**config.mk**
```make
export PLATFORM = sky130hd
export DESIGN_NAME = eac_eeprom_access_control
export DESIGN_NICKNAME = d
export VERILOG_FILES = /design/src/include/eac_pkg.sv /design/src/eac_eeprom_access_control.sv
export SDC_FILE = /design/constraint.sdc
export NUM_CORES = 2
export LEC_CHECK = 0
export BUFFER_PORTS_ARGS = -buffer_cell sky130_fd_sc_hd__buf_2
export CORE_ASPECT_RATIO = 0.75
export CORE_MARGIN = 2
export CORE_UTILIZATION = 32
export DETAILED_ROUTE_END_ITERATION = 6
export PLACE_DENSITY = 0.45
export SETUP_SLACK_MARGIN = 0.1
export SLEW_MARGIN = 30
export SYNTH_ARGS = -nofsm -noshare
export SYNTH_HDL_FRONTEND = slang
export SYNTH_SLANG_ARGS = --single-unit
export TNS_END_PERCENT = 5
```
**constraint.sdc**
```tcl
create_clock -name pclk -period 10.5 [get_ports pclk]
set_input_delay 0.525 -clock pclk [delete_from_list [all_inputs] [get_ports pclk]]
set_output_delay 0.525 -clock pclk [all_outputs]
set_load 0.01 [all_outputs]
```
**src/include/eac_pkg.sv**
```systemverilog
/*
  eac_pkg: constants and types shared by the data-EEPROM access control block.
  Assumes a 250 MHz pclk and a 32-bit APB register bus, one register per aligned word.
*/
package eac_pkg;

  // clock period in ns, used to turn programming times into cycle counts
  localparam int unsigned CLK_PERIOD_NS = 4;

  // register indices; the byte address is four times the index
  localparam logic [7:0] CTRL_IDX       = 8'h1c;
  localparam logic [7:0] DATA_IDX       = 8'h1d;
  localparam logic [7:0] ADDR_IDX       = 8'h1e;
  localparam logic [7:0] IRQ_STATUS_IDX = 8'h20;
  localparam logic [7:0] IRQ_MASK_IDX   = 8'h21;

  // control register field positions
  localparam int unsigned CTRL_READ_BIT  = 0;
  localparam int unsigned CTRL_PROG_BIT  = 1;
  localparam int unsigned CTRL_ARM_BIT   = 2;
  localparam int unsigned CTRL_RIE_BIT   = 3;
  localparam int unsigned CTRL_MODE_LSB  = 4;
  localparam int unsigned CTRL_MODE_MSB  = 5;

  // interrupt status bit positions
  localparam int unsigned EV_PROG_DONE = 0;
  localparam int unsigned EV_READ_DONE = 1;
  localparam int unsigned EV_REFUSED   = 2;
  localparam int unsigned EV_W         = 3;

  // programming modes
  localparam logic [1:0] MODE_ATOMIC     = 2'h0;
  localparam logic [1:0] MODE_ERASE_ONLY = 2'h1;
  localparam logic [1:0] MODE_WRITE_ONLY = 2'h2;
  localparam logic [1:0] MODE_RESERVED   = 2'h3;

  // values after reset, and the value of an erased byte
  localparam logic [1:0] MODE_RESET      = 2'h0;
  localparam logic [7:0] ADDR_RESET      = 8'h00;
  localparam logic [7:0] DATA_RESET      = 8'h00;
  localparam logic [7:0] ERASED_BYTE     = 8'hff;
  localparam logic [31:0] RDATA_RESET    = 32'h0000_0000;

  // programming times in ns and their cycle counts (rounded up)
  localparam int unsigned PROG_ATOMIC_NS     = 3400000;
  localparam int unsigned PROG_SPLIT_NS      = 1800000;
  localparam int unsigned PROG_ATOMIC_CYCLES = (PROG_ATOMIC_NS + CLK_PERIOD_NS - 1) / CLK_PERIOD_NS;
  localparam int unsigned PROG_SPLIT_CYCLES  = (PROG_SPLIT_NS + CLK_PERIOD_NS - 1) / CLK_PERIOD_NS;

  // short cycle counts
  localparam logic [2:0] ARM_WINDOW_CYCLES  = 3'h4;
  localparam logic [2:0] PROG_STALL_CYCLES  = 3'h2;
  localparam logic [2:0] READ_STALL_CYCLES  = 3'h4;

  localparam int unsigned TIMER_W = 20;
  typedef logic [TIMER_W-1:0] eac_timer_t;

  typedef enum logic {
    EAC_IDLE,
    EAC_BUSY
  } eac_prog_state_t;

  // true when a word address hits the given register index
  function automatic logic eac_hit(input logic [9:0] word_addr, input logic [7:0] idx);
    eac_hit = (word_addr == {2'h0, idx});
  endfunction

endpackage

```
**src/eac_eeprom_access_control.sv**
```systemverilog
/*
  eac_eeprom_access_control: register-level control of an on-chip data EEPROM, with
  its byte array kept in flip-flops, an APB slave and a sticky interrupt status.
  Assumes one clock (pclk); presetn is the system reset, por_n the supply-good reset
  that alone may stop a programming operation. cpu_irq_enable comes from the core
  on the same clock.
*/
`timescale 1ns/10ps

// How it works
// RULE_01: small variant keeps address bit 7 at zero; large variant uses it as address.
// RULE_02: bytes are addressed linearly from zero; seven low bits cover the small array.
// RULE_03: software loads an address before any access; its reset value means nothing.
// RULE_04: data register holds the byte to program, and after a read the fetched byte.
// RULE_05: control bits 7 and 6 ignore writes and read as zero.
// RULE_06: mode 00 atomic 3.4 ms, 01 erase 1.8 ms, 10 write 1.8 ms, 11 reserved.
// RULE_07: while programming, writes to the mode field are discarded.
// RULE_08: reset returns mode to 00 unless a programming operation is still running.
// RULE_09: ready interrupt requested when enabled, global enable set and not programming.
// RULE_10: arm bit opens a four-cycle window, then hardware clears it.
// RULE_11: program strobe with arm bit clear starts nothing.
// RULE_12: valid program strobe starts the chosen mode and stalls the CPU two cycles.
// RULE_13: busy bit stays set for the whole programming time, then clears.
// RULE_14: while programming, software programming of flash, fuses and locks is blocked.
// RULE_15: read strobe fetches the addressed byte at once and stalls the CPU four cycles.
// RULE_16: while programming, read strobes are refused and the address cannot change.
// RULE_17: software should poll the busy bit clear before a read strobe.
// RULE_18: a running programming operation completes even through a system reset.
// RULE_19: ready interrupt is a level held while enabled and not programming.
module eac_eeprom_access_control #(
  parameter bit          LARGE_ARRAY   = 1'b1,
  parameter int unsigned ADDR_W        = 12,
  parameter int unsigned ATOMIC_CYCLES = eac_pkg::PROG_ATOMIC_CYCLES,
  parameter int unsigned SPLIT_CYCLES  = eac_pkg::PROG_SPLIT_CYCLES
) (
  input  wire logic              pclk,            // system clock, 250 MHz
  input  wire logic              presetn,         // system reset, async, active low
  input  wire logic              por_n,           // supply-good reset, async, active low
  input  wire logic              psel,            // apb select
  input  wire logic              penable,         // apb access phase
  input  wire logic              pwrite,          // apb direction, high for write
  input  wire logic [ADDR_W-1:0] paddr,           // apb byte address
  input  wire logic [31:0]       pwdata,          // apb write data
  output logic      [31:0]       prdata,          // apb read data
  output logic                   pready,          // apb ready
  output logic                   pslverr,         // apb error on unmapped address
  input  wire logic              cpu_irq_enable,  // global interrupt enable of the core
  output logic                   cpu_stall,       // core halt request
  output logic                   ready_irq,       // eeprom ready interrupt level
  output logic                   irq,             // masked sticky event interrupt
  output logic                   self_prog_block  // blocks flash, fuse and lock programming
);

  localparam int unsigned DEPTH = LARGE_ARRAY ? 256 : 128;

  // bus decode
  logic       setup_phase;
  logic       access_phase;
  logic       word_aligned;
  logic [9:0] word_addr;
  logic       sel_ctrl;
  logic       sel_data;
  logic       sel_addr;
  logic       sel_status;
  logic       sel_mask;
  logic       mapped;
  logic       bus_wr;
  logic       bus_rd;

  // system-reset state
  logic [7:0]  addr_q;
  logic [7:0]  data_q;
  logic        rie;
  logic        arm;
  logic [2:0]  arm_cnt;
  logic [2:0]  stall_cnt;
  logic [eac_pkg::EV_W-1:0] irq_status;
  logic [eac_pkg::EV_W-1:0] irq_mask;
  logic [31:0] prdata_q;
  logic [7:0]  next_addr_q;
  logic [7:0]  next_data_q;
  logic        next_rie;
  logic        next_arm;
  logic [2:0]  next_arm_cnt;
  logic [2:0]  next_stall_cnt;
  logic [eac_pkg::EV_W-1:0] next_irq_status;
  logic [eac_pkg::EV_W-1:0] next_irq_mask;
  logic [31:0] next_prdata_q;

  // supply-reset state: survives a system reset
  eac_pkg::eac_prog_state_t prog_state;
  eac_pkg::eac_prog_state_t next_prog_state;
  eac_pkg::eac_timer_t      timer;
  eac_pkg::eac_timer_t      next_timer;
  logic [1:0] mode;
  logic [1:0] next_mode;
  logic [1:0] prog_kind;
  logic [1:0] next_prog_kind;
  logic [7:0] prog_addr;
  logic [7:0] next_prog_addr;
  logic [7:0] prog_data;
  logic [7:0] next_prog_data;
  logic       rst_meta;
  logic       rst_seen;

  // byte array
  logic [7:0] mem [0:DEPTH-1];
  logic       mem_we;
  logic [7:0] mem_wdata;

  // control events
  logic       busy;
  logic       ctrl_wr;
  logic       prog_req;
  logic       prog_start;
  logic       read_req;
  logic       read_start;
  logic       addr_wr_refused;
  logic       prog_done;
  logic [1:0] wr_mode;
  logic [eac_pkg::EV_W-1:0] events;
  logic [eac_pkg::EV_W-1:0] status_clear;
  logic [7:0] ctrl_view;
  logic [7:0] addr_eff;

  // apb decode; slave answers in the first access cycle
  always_comb begin
    setup_phase  = psel & ~penable;
    access_phase = psel & penable;
    word_aligned = (paddr[1:0] == 2'h0);
    word_addr    = 10'(paddr[ADDR_W-1:2]);
    sel_ctrl     = word_aligned & eac_pkg::eac_hit(word_addr, eac_pkg::CTRL_IDX);
    sel_data     = word_aligned & eac_pkg::eac_hit(word_addr, eac_pkg::DATA_IDX);
    sel_addr     = word_aligned & eac_pkg::eac_hit(word_addr, eac_pkg::ADDR_IDX);
    sel_status   = word_aligned & eac_pkg::eac_hit(word_addr, eac_pkg::IRQ_STATUS_IDX);
    sel_mask     = word_aligned & eac_pkg::eac_hit(word_addr, eac_pkg::IRQ_MASK_IDX);
    mapped       = sel_ctrl | sel_data | sel_addr | sel_status | sel_mask;
    bus_wr       = access_phase & pwrite & mapped;
    bus_rd       = access_phase & ~pwrite & mapped;
  end

  assign pready  = 1'b1;
  assign pslverr = access_phase & ~mapped;
  assign prdata  = prdata_q;

  // strobes decoded from control and address writes, and the end of programming
  always_comb begin
    busy       = (prog_state == eac_pkg::EAC_BUSY);
    ctrl_wr    = bus_wr & sel_ctrl;
    wr_mode    = busy ? mode : pwdata[eac_pkg::CTRL_MODE_MSB:eac_pkg::CTRL_MODE_LSB];  // RULE_07
    prog_req   = ctrl_wr & pwdata[eac_pkg::CTRL_PROG_BIT];
    // the arm bit must already stand; setting it in the same write is too late
    prog_start = prog_req & arm & ~busy & (wr_mode != eac_pkg::MODE_RESERVED);  // RULE_11
    read_req   = ctrl_wr & pwdata[eac_pkg::CTRL_READ_BIT];
    read_start = read_req & ~busy & ~prog_start;  // RULE_16
    addr_wr_refused = bus_wr & sel_addr & busy;  // RULE_16
    prog_done  = busy & (timer == '0);
  end

  // small variant forces the top address bit low
  assign addr_eff = LARGE_ARRAY ? addr_q : {1'b0, addr_q[6:0]};  // RULE_01 RULE_02

  // control register image; reserved bits and read strobe read as zero
  always_comb begin
    ctrl_view = 8'h00;  // RULE_05
    ctrl_view[eac_pkg::CTRL_MODE_MSB:eac_pkg::CTRL_MODE_LSB] = mode;
    ctrl_view[eac_pkg::CTRL_RIE_BIT]  = rie;
    ctrl_view[eac_pkg::CTRL_ARM_BIT]  = arm;
    ctrl_view[eac_pkg::CTRL_PROG_BIT] = busy;
  end

  // sticky events
  always_comb begin
    events = '0;
    events[eac_pkg::EV_PROG_DONE] = prog_done;
    events[eac_pkg::EV_READ_DONE] = read_start;
    events[eac_pkg::EV_REFUSED]   = (prog_req & ~prog_start) | (read_req & ~read_start) | addr_wr_refused;
  end

  // next values of the bus-side registers
  always_comb begin
    next_addr_q     = addr_q;
    next_data_q     = data_q;
    next_rie        = rie;
    next_arm        = arm;
    next_arm_cnt    = arm_cnt;
    next_stall_cnt  = stall_cnt;
    next_irq_mask   = irq_mask;
    next_prdata_q   = prdata_q;
    status_clear    = '0;
    // address is frozen while programming
    if (bus_wr & sel_addr & ~busy) begin  // RULE_16
      next_addr_q = LARGE_ARRAY ? pwdata[7:0] : {1'b0, pwdata[6:0]};  // RULE_01
    end
    // data byte written by software, or fetched by a read strobe
    if (read_start) begin
      next_data_q = mem[addr_eff];  // RULE_15 RULE_04
    end else if (bus_wr & sel_data) begin
      next_data_q = pwdata[7:0];  // RULE_04
    end
    if (ctrl_wr) begin
      next_rie = pwdata[eac_pkg::CTRL_RIE_BIT];  // RULE_09
    end
    // arm window: counts down from four, rearming does not extend it
    if (arm) begin
      next_arm_cnt = arm_cnt - 3'h1;
      if (arm_cnt == 3'h1 || prog_start) begin
        next_arm     = 1'b0;  // RULE_10
        next_arm_cnt = 3'h0;
      end
    end else if (ctrl_wr & pwdata[eac_pkg::CTRL_ARM_BIT]) begin
      next_arm     = 1'b1;  // RULE_10
      next_arm_cnt = eac_pkg::ARM_WINDOW_CYCLES;
    end
    // core halt after a strobe
    if (prog_start) begin
      next_stall_cnt = eac_pkg::PROG_STALL_CYCLES;  // RULE_12
    end else if (read_start) begin
      next_stall_cnt = eac_pkg::READ_STALL_CYCLES;  // RULE_15
    end else if (stall_cnt != 3'h0) begin
      next_stall_cnt = stall_cnt - 3'h1;
    end
    if (bus_wr & sel_mask) begin
      next_irq_mask = pwdata[eac_pkg::EV_W-1:0];
    end
    // read data sampled in setup so the access cycle can answer at once
    if (setup_phase & ~pwrite) begin
      next_prdata_q = eac_pkg::RDATA_RESET;
      if (sel_ctrl) begin
        next_prdata_q[7:0] = ctrl_view;
      end else if (sel_data) begin
        next_prdata_q[7:0] = data_q;
      end else if (sel_addr) begin
        next_prdata_q[7:0] = addr_eff;
      end else if (sel_status) begin
        next_prdata_q[eac_pkg::EV_W-1:0] = irq_status;
      end else if (sel_mask) begin
        next_prdata_q[eac_pkg::EV_W-1:0] = irq_mask;
      end
    end
    // read clears only the bits that were reported; a new event wins
    if (bus_rd & sel_status) begin
      status_clear = prdata_q[eac_pkg::EV_W-1:0];
    end
    next_irq_status = (irq_status & ~status_clear) | events;
  end

  // bus-side registers, reset by the system reset
  always_ff @(posedge pclk or negedge presetn) begin
    if (!presetn) begin
      addr_q     <= eac_pkg::ADDR_RESET;  // RULE_03
      data_q     <= eac_pkg::DATA_RESET;
      rie        <= 1'b0;
      arm        <= 1'b0;
      arm_cnt    <= 3'h0;
      stall_cnt  <= 3'h0;
      irq_status <= '0;
      irq_mask   <= '0;
      prdata_q   <= eac_pkg::RDATA_RESET;
    end else begin
      addr_q     <= next_addr_q;
      data_q     <= next_data_q;
      rie        <= next_rie;
      arm        <= next_arm;
      arm_cnt    <= next_arm_cnt;
      stall_cnt  <= next_stall_cnt;
      irq_status <= next_irq_status;
      irq_mask   <= next_irq_mask;
      prdata_q   <= next_prdata_q;
    end
  end

  // system reset seen by the supply-reset domain, via two flops
  always_ff @(posedge pclk or negedge por_n) begin
    if (!por_n) begin
      rst_meta <= 1'b1;
      rst_seen <= 1'b1;
    end else begin
      rst_meta <= ~presetn;
      rst_seen <= rst_meta;
    end
  end

  // programming sequencer next values
  always_comb begin
    next_prog_state = prog_state;
    next_timer      = timer;
    next_mode       = mode;
    next_prog_kind  = prog_kind;
    next_prog_addr  = prog_addr;
    next_prog_data  = prog_data;
    // mode is writable only while idle
    if (ctrl_wr & ~busy) begin
      next_mode = pwdata[eac_pkg::CTRL_MODE_MSB:eac_pkg::CTRL_MODE_LSB];  // RULE_07
    end
    // a system reset clears the mode only when idle
    if (rst_seen & ~busy) begin
      next_mode = eac_pkg::MODE_RESET;  // RULE_08
    end
    case (prog_state)
      eac_pkg::EAC_IDLE: begin
        if (prog_start) begin
          next_prog_state = eac_pkg::EAC_BUSY;  // RULE_12
          next_prog_kind  = wr_mode;  // RULE_06
          next_prog_addr  = addr_eff;
          next_prog_data  = data_q;  // RULE_04
          if (wr_mode == eac_pkg::MODE_ATOMIC) begin
            next_timer = eac_pkg::eac_timer_t'(ATOMIC_CYCLES - 1);  // RULE_06
          end else begin
            next_timer = eac_pkg::eac_timer_t'(SPLIT_CYCLES - 1);  // RULE_06
          end
        end
      end
      eac_pkg::EAC_BUSY: begin
        // busy holds for the full count, then clears itself
        if (timer == '0) begin
          next_prog_state = eac_pkg::EAC_IDLE;  // RULE_13
        end else begin
          next_timer = timer - 1'b1;  // RULE_13
        end
      end
      default: begin
        next_prog_state = eac_pkg::EAC_IDLE;
      end
    endcase
  end

  // sequencer registers ignore presetn so an operation survives it
  always_ff @(posedge pclk or negedge por_n) begin
    if (!por_n) begin
      prog_state <= eac_pkg::EAC_IDLE;
      timer      <= '0;
      mode       <= eac_pkg::MODE_RESET;
      prog_kind  <= eac_pkg::MODE_ATOMIC;
      prog_addr  <= eac_pkg::ADDR_RESET;
      prog_data  <= eac_pkg::DATA_RESET;
    end else begin
      prog_state <= next_prog_state;  // RULE_18
      timer      <= next_timer;
      mode       <= next_mode;
      prog_kind  <= next_prog_kind;
      prog_addr  <= next_prog_addr;
      prog_data  <= next_prog_data;
    end
  end

  // array update at the end of the programming time
  always_comb begin
    mem_we    = prog_done;
    mem_wdata = prog_data;
    case (prog_kind)
      eac_pkg::MODE_ATOMIC:     mem_wdata = prog_data;
      eac_pkg::MODE_ERASE_ONLY: mem_wdata = eac_pkg::ERASED_BYTE;
      // write-only can only clear bits, so an unerased byte ends up corrupted
      eac_pkg::MODE_WRITE_ONLY: mem_wdata = mem[prog_addr] & prog_data;
      default:                  mem_wdata = mem[prog_addr];
    endcase
  end

  // non-volatile contents: no reset on purpose
  always_ff @(posedge pclk) begin
    if (mem_we) begin
      mem[prog_addr] <= mem_wdata;  // RULE_02
    end
  end

  // outputs
  assign cpu_stall       = (stall_cnt != 3'h0);  // RULE_12 RULE_15
  assign ready_irq       = rie & cpu_irq_enable & ~busy;  // RULE_09 RULE_19
  assign irq             = |(irq_status & irq_mask);
  assign self_prog_block = busy;  // RULE_14

endmodule

```
After elaboration in Yosys (flattened, before gate mapping)
Memories as Yosys holds them, arrays and structs flattened.
Index checks and enable logic that the tools add are counted.
{"block": "totals", "reg_bits": 81, "mem_bits_rw": 2048, "output_inout_bits": 38, "n_memories": 1}
{"block": "classes", "addsub": 3, "n_eq_ne": 11, "mux": 31, "n_bitwise": 53, "n_reduce_logical": 13}
{"name": "mem", "words": 256, "width": 8, "read_ports": 2, "rd_clocked_by_memory_dff": 0, "write_ports": 1, "line_no": "eac_eeprom_access_control.sv:107", "text": "logic [7:0] mem [0:DEPTH-1];"}
{"cell": "20-bit 2-to-1 mux", "count": 3}
{"cell": "20-bit case mux with 2 select lines", "count": 1}
{"cell": "1-bit AND", "count": 35}
{"cell": "8-bit 2-to-1 mux", "count": 4}
{"cell": "10-bit by 5-bit equality test with 1-bit output, second input constant", "count": 3}
{"cell": "3-bit 2-to-1 mux", "count": 10}
{"cell": "8-bit case mux with 3 select lines", "count": 1}
{"cell": "10-bit by 6-bit equality test with 1-bit output, second input constant", "count": 2}
{"cell": "20-bit zero test", "count": 1}
{"cell": "20-bit by 1-bit subtractor with 20-bit output, second input constant", "count": 1}
{"cell": "8-bit AND", "count": 1}
{"cell": "1-bit 2-to-1 mux", "count": 7}
{"cell": "1-bit inverter", "count": 7}
{"cell": "3-bit AND", "count": 2}
{"cell": "2-bit zero test", "count": 3}
{"cell": "2-bit 2-to-1 mux", "count": 3}
{"cell": "2-bit != test, second input constant", "count": 3}
{"cell": "1-bit OR", "count": 6}
{"cell": "2-bit nonzero test", "count": 3}
{"cell": "3-bit nonzero test", "count": 2}
{"cell": "3-bit by 1-bit subtractor with 3-bit output, second input constant", "count": 2}
{"cell": "5-bit 2-to-1 mux", "count": 1}
{"cell": "2-bit AND reduction", "count": 2}
{"cell": "3-bit by 1-bit equality test with 1-bit output, second input constant", "count": 1}
{"cell": "other kinds (7)", "count": 7}

Depth between registers and ports, before layout
{"block": "depth", "depth_word": 19, "ltp_mapped": 14}

Worst setup path after synthesis
Ideal clock, no wire load.
{"block": "synth_path", "path_type": "register to register", "from": "register prog_addr[1]", "to": "memory mem[0][1] (data pin)", "setup_time_ps": 1703, "t_arrival_ps": 9503, "slack_ps": -706, "stages_incl_launch_ff": 9, "path_cell_list": "dfrtp_1 > buf_2 > buf_2 > buf_1 > clkbuf_1 > mux4_2 > mux4_2 > a31oi_1 > a41oi_1"}
{"block": "synth_between", "elab_chain_cells": 3}
{"element": "start: declaration", "line_no": "eac_eeprom_access_control.sv:99", "text": "logic [7:0] prog_addr;"}
{"element": "start signal: assignment", "line_no": "eac_eeprom_access_control.sv:335", "text": "prog_addr <= eac_pkg::ADDR_RESET;"}
{"element": "start signal: assignment", "line_no": "eac_eeprom_access_control.sv:342", "text": "prog_addr <= next_prog_addr;"}
{"element": "memory 256 x 8 bit *"}
{"element": "8-bit AND", "line_no": "eac_eeprom_access_control.sv:355", "text": "eac_pkg::MODE_WRITE_ONLY: mem_wdata = mem[prog_addr] & prog_data;"}
{"element": "8-bit case mux with 3 select lines *", "line_no": "eac_eeprom_access_control.sv:351", "text": "case (prog_kind)"}
{"element": "net mem_wdata[1]", "line_no": "eac_eeprom_access_control.sv:109", "text": "logic [7:0] mem_wdata;"}
{"element": "end: declaration", "line_no": "eac_eeprom_access_control.sv:107"}
Mark *: on every way through the listed nets, which the timed path passes. The rest lies on a longest branch.

Final worst setup path
{"block": "layout_path", "from": "register prog_addr[0]", "to": "memory mem[129][4] (data pin)"}
The elaborated chain is that of the path after synthesis.

==> results.md <==
- The run finished with clean final reports.
- The max-slew headroom at the worst pin is 16.9%.
- Yosys printed 0 warnings.
- The fraction of layout cells with a size suffix above 1 is a little over a third.
- The peak clock frequency supported by timing is 145 MHz.
- Clock skew on the completed layout was measured at between 0.07 and 0.08 ns.
- The number of hold violations in the final report is 0.
- The first-iteration detailed-routing DRC count is 7736.
- The hold path startpoint is penable.
- The clock buffer count from CTS is 222.
- The startpoint identified for the worst register-to-register timing path is prog_addr[0].
- The most common cell after layout, fill and taps aside is sky130_fd_sc_hd__edfxtp_1.
- After layout, the worst setup slack is 3.58 ns.
- Summing the areas of all compound-gate instances in the mapped netlist gives 3.04% of the synthesized area.
- The via count of the first global-routing pass was 57235.
- The total routed wirelength is a little under 400000 µm.
- The endpoint of the worst-slack reg-to-reg timing path is mem[129][4].
- Synthesis instantiated 86 different standard cells from the library.
- The final cycle utilization of the critical path is between 60% and 70%.
- In the synthesized netlist the dominant register cell turns out to be sky130_fd_sc_hd__edfxtp_1.
- The simple-gate portion of the synthesized area is 3.74%.
- Averaged over all synthesized cells, the footprint is 19.3 µm².
- After synthesis, the share of cell area in mux cells is 27.1%.
- Summing all multi-input logic gate instances after layout gives between 30000 and 40000 µm².
- The wire length on met1 is around 170000 µm.
- The TritonCTS clock tree is built.
- In this run the vertical extent of the chip is 488 µm.
- Entering global routing, the biggest net connects 108 pins.
- The overflow left after global routing is 0.
- By area, the combinational part of the netlist is dominated by multiplexers.
- The xor-xnor portion of the synthesized cell area is less than 1%.
- After filler insertion, the fill cell instance count of the layout stands at around 29000.
- The worst hold path endpoint is prdata[7].
- Input and output buffers added on the ports amount to 39.
- The max-slew violation total from the final report came to 0.
- Setup violations remaining at the end of the flow were counted as 0.
- The startpoint type of the worst setup path is a register.
- The critical path start-end classification is reg -> reg.
- During I/O placement, the number of pins put on the boundary was 89.
- The flip-flop and latch area is 63600 µm².
- For this design the static power due to leakage is around 0.029 µW.
- In this run the cell area of the synthesized design comes to 100000 µm².
- Global routing used 24.2% of the available tracks across all layers.
- The max-cap check violation count is 0.
- For this block, the via count after detailed routing is 58529.
- For the worst setup path, the data required time is 10.96 ns.
- The number of storage elements in the synthesis netlist is about 2100.
- The final net count is roughly 5400.
- The final critical-path required period is 6.92 ns.
- Row generation in the floorplan step produced ~180 rows.
- The class of the most critical hold timing path is in -> reg.
- The proportion of synthesized chip area in sequential cells is 63.5%.
- Once detail routing completed, the nets flagged for antenna violations numbered 0.
- The routed length on met3 is around 40000 µm.
- The hold path depth is 3.
- The maximum fanout along the worst path is 80.
- The per-cell routed wire length is 40.2 µm.
- For the pin with the worst max-slew slack, the measured transition is 1.24 ns.
- The share of the core filled with cells is 36.5%.
- The die boundary width is 650 µm.
- After technology mapping, the gate count stands at 5189.
- The number of antenna violations at the first check in global routing is 27.
- Yosys mapped a number of flops with a built-in enable equal to 2048.
- Counting flops with an async set or reset pin after synthesis yields a share of 3.80%.
- IR analysis of the VDD net gives a maximum drop of 121 µV.
- The worst register-to-register path has a depth of 11.
- The detailed-router iteration count before antenna repair is 7.
- In the layout the commonest cells are sky130_fd_sc_hd__edfxtp_1, sky130_fd_sc_hd__mux4_2, sky130_fd_sc_hd__buf_4.
- The power per unit of standard cell area is between 150 and 200 nW/µm².
- In this run the top signal layer used is met5.
- Wire segments on met2 add up to 162000 µm in the final route.
- The final instance area is 114000 µm².
- The placed instance area is around 110000 µm².
- The die covers 317000 µm².
- The remaining routing DRC violations is 0.
- The maximum buffer depth of the clock tree is 4.
- In this run the clock root is driven by a sky130_fd_sc_hd__clkbuf_16.
- The area of the core region is ~310000 µm².
- Dividing the detail-routed via count by the number of cells gives 6.06.
- Data on the critical path arrives at its endpoint at between 7 and 8 ns.
- The number of H-tree levels is 4.
- The area share of fa/ha/maj cells after synthesis is less than 1%.
- The capturing element type of the critical path is a register.
- The first global-routing pass estimated between 500000 and 600000 µm of wire.
- Timing analysis after detailed placement gives a worst setup slack of between 3 and 4 ns.
- Once the floorplan was initialized, standard cells occupied 32.2% of the core.
- Routability-driven placement finished with a final weighted congestion of 0.916.
- The area growth from synthesis to layout is 13.4%.
- The final HPWL from detailed placement is 254000 µm.
- Setup repair after global routing left no endpoint under its margin.
- At the later pin of the worst-skew pair, clock insertion delay measures approximately 0.93 ns.
- The clock sink count is between 2000 and 2500.
- The register clock-pin slew on the reported worst setup and hold paths is 0.06 ns.
- For flop-to-flop paths, the worst setup slack is between 3 and 4 ns.
- The final hold slack is approximately 0.028 ns.
-- logic make-up (layout without fill, tap and decap cells) --
family,Yosys count,in the layout
muxes,1348,1348
buffers and inverters,460,789
and+or+nand+nor,792,792
AOI/OAI and AO/OA,442,442
DFF,2129,2129
adders and majority gates,5,5
other,2,31
xor gates and xnor gates,11,11
-- state kept, by name, summed over array words and instances, names as in the netlist --
| name | count |
|---|---|
| addr_eff | 8 |
| mem | 2048 |
| prdata | 8 |
| self_prog_block | 1 |
| arm_cnt | 3 |
| prog_addr | 8 |
| arm | 1 |
| rie | 1 |
| prog_data | 8 |
| irq_mask | 3 |
| timer | 20 |
| prog_kind | 2 |
| data_q | 8 |
| stall_cnt | 3 |
| rst_seen | 1 |
| mode | 2 |
| rst_meta | 1 |
| irq_status | 3 |
-- routing by layer --
layer	vias to the layer above	global-route usage, %
li1	22527	-
met4	14	7.33
met2	2980	34.1
met3	535	7.28
met5	-	0
met1	32473	35.6
-- cells in the mapped netlist, types with 5 or more instances --
library cell / n / area [µm²]
sky130_fd_sc_hd__o21ai_1: 16 / 80.1
sky130_fd_sc_hd__and4b_1: 6 / 60.1
sky130_fd_sc_hd__inv_1: 22 / 82.6
sky130_fd_sc_hd__a22oi_1: 82 / 616
sky130_fd_sc_hd__and3_1: 15 / 93.8
sky130_fd_sc_hd__ha_1: 5 / 62.6
sky130_fd_sc_hd__a22o_1: 17 / 149
sky130_fd_sc_hd__mux2i_1: 227 / 2270
sky130_fd_sc_hd__a221oi_1: 14 / 123
sky130_fd_sc_hd__or4_1: 9 / 67.6
sky130_fd_sc_hd__edfxtp_1: 2048 / 61500
sky130_fd_sc_hd__nor4_1: 23 / 144
sky130_fd_sc_hd__o32ai_1: 10 / 87.6
sky130_fd_sc_hd__nor3_1: 55 / 275
sky130_fd_sc_hd__or3_1: 12 / 75.1
sky130_fd_sc_hd__buf_4: 63 / 473
sky130_fd_sc_hd__nand2_1: 169 / 634
sky130_fd_sc_hd__o22ai_1: 55 / 344
sky130_fd_sc_hd__buf_2: 114 / 571
sky130_fd_sc_hd__xnor2_1: 10 / 87.6
sky130_fd_sc_hd__a21oi_1: 78 / 390
sky130_fd_sc_hd__a32oi_1: 5 / 43.8
sky130_fd_sc_hd__nand3_1: 66 / 330
sky130_fd_sc_hd__dfrtp_1: 79 / 1980
sky130_fd_sc_hd__a31oi_1: 18 / 113
sky130_fd_sc_hd__a211oi_1: 25 / 188
sky130_fd_sc_hd__o21ai_0: 40 / 200
sky130_fd_sc_hd__buf_6: 48 / 541
sky130_fd_sc_hd__nand2b_1: 17 / 106
sky130_fd_sc_hd__or2_2: 7 / 43.8
sky130_fd_sc_hd__o221ai_1: 15 / 131
sky130_fd_sc_hd__buf_1: 42 / 158
sky130_fd_sc_hd__mux2_2: 37 / 417
sky130_fd_sc_hd__and2_1: 9 / 56.3
sky130_fd_sc_hd__nor2b_1: 30 / 188
sky130_fd_sc_hd__o31ai_1: 12 / 90.1
sky130_fd_sc_hd__mux4_2: 1084 / 24400
sky130_fd_sc_hd__nor2_1: 326 / 1220
sky130_fd_sc_hd__nor3_2: 5 / 50.1
sky130_fd_sc_hd__clkbuf_1: 160 / 601
sky130_fd_sc_hd__o211ai_1: 10 / 75.1
sky130_fd_sc_hd__nand4_1: 16 / 100
-- critical path, cell delays in order, from the launching register on --
cell and delay [ns]:
sky130_fd_sc_hd__dfrtp_4 0.94, sky130_fd_sc_hd__buf_4 0.51, sky130_fd_sc_hd__buf_4 0.73, sky130_fd_sc_hd__mux4_2 0.61
sky130_fd_sc_hd__mux2i_1 0.54, sky130_fd_sc_hd__nor3_1 0.20, sky130_fd_sc_hd__nor4_1 0.42, sky130_fd_sc_hd__o311ai_1 0.16
sky130_fd_sc_hd__nor4_1 0.92, sky130_fd_sc_hd__a21oi_4 0.31, sky130_fd_sc_hd__buf_4 0.45, sky130_fd_sc_hd__buf_4 0.49
-- worst max path at each step --
stage	startpoint	end	slack (ns)	cells after the start
2_1_floorplan	prog_addr[3]	mem[0][2]	-0.06	9
3_3_place_gp	prog_addr[0]	mem[129][4]	3.54	11
3_5_place_dp	prog_addr[0]	mem[129][4]	3.74	11
4_1_cts	prog_addr[0]	mem[129][4]	3.68	11
5_1_grt	prog_addr[0]	mem[129][4]	3.44	11
6_report	prog_addr[0]	mem[129][4]	3.58	11
-- metrics by stage --
| stage | power, µW | TNS (ns) | cells |
|---|---|---|---|
| 6_report | 17100 | 0 | 9664 |
| 5_1_grt | 17500 | 0 | 9658 |
| 4_1_cts | 17200 | 0 | 9657 |
| 3_5_place_dp | 9400 | 0 | 9256 |
| 3_3_place_gp | 9400 | 0 | 9254 |
| 2_1_floorplan | 9370 | -24.86 | 5212 |
-- final cells by class --
class	instances	area share [%]
Antenna cell	6	0.0132
Clock buffer	272	5.10
Clock inverter	118	0.975
Inverter	28	0.104
Multi-Input combinational cell	2623	30.6
Sequential cell	2129	56.0
Tap cell	4117	4.54
Timing Repair Buffer	371	2.67
-- power by group --
group / internal, µW / switching (µW) / total (µW)
sequential: 9170 / 6.09 / 9170
clock: 4390 / 3480 / 7870
combinational: 14.5 / 29.3 / 43.9
-- repair_timing --
action,CTS,global route
gates resized for setup,0,0
hold buffers,11,0
hold endpoints to repair,98,0
setup endpoints to repair,0,0
buffers inserted,0,0
No activity file was read; power rests on OpenSTA's default activity.
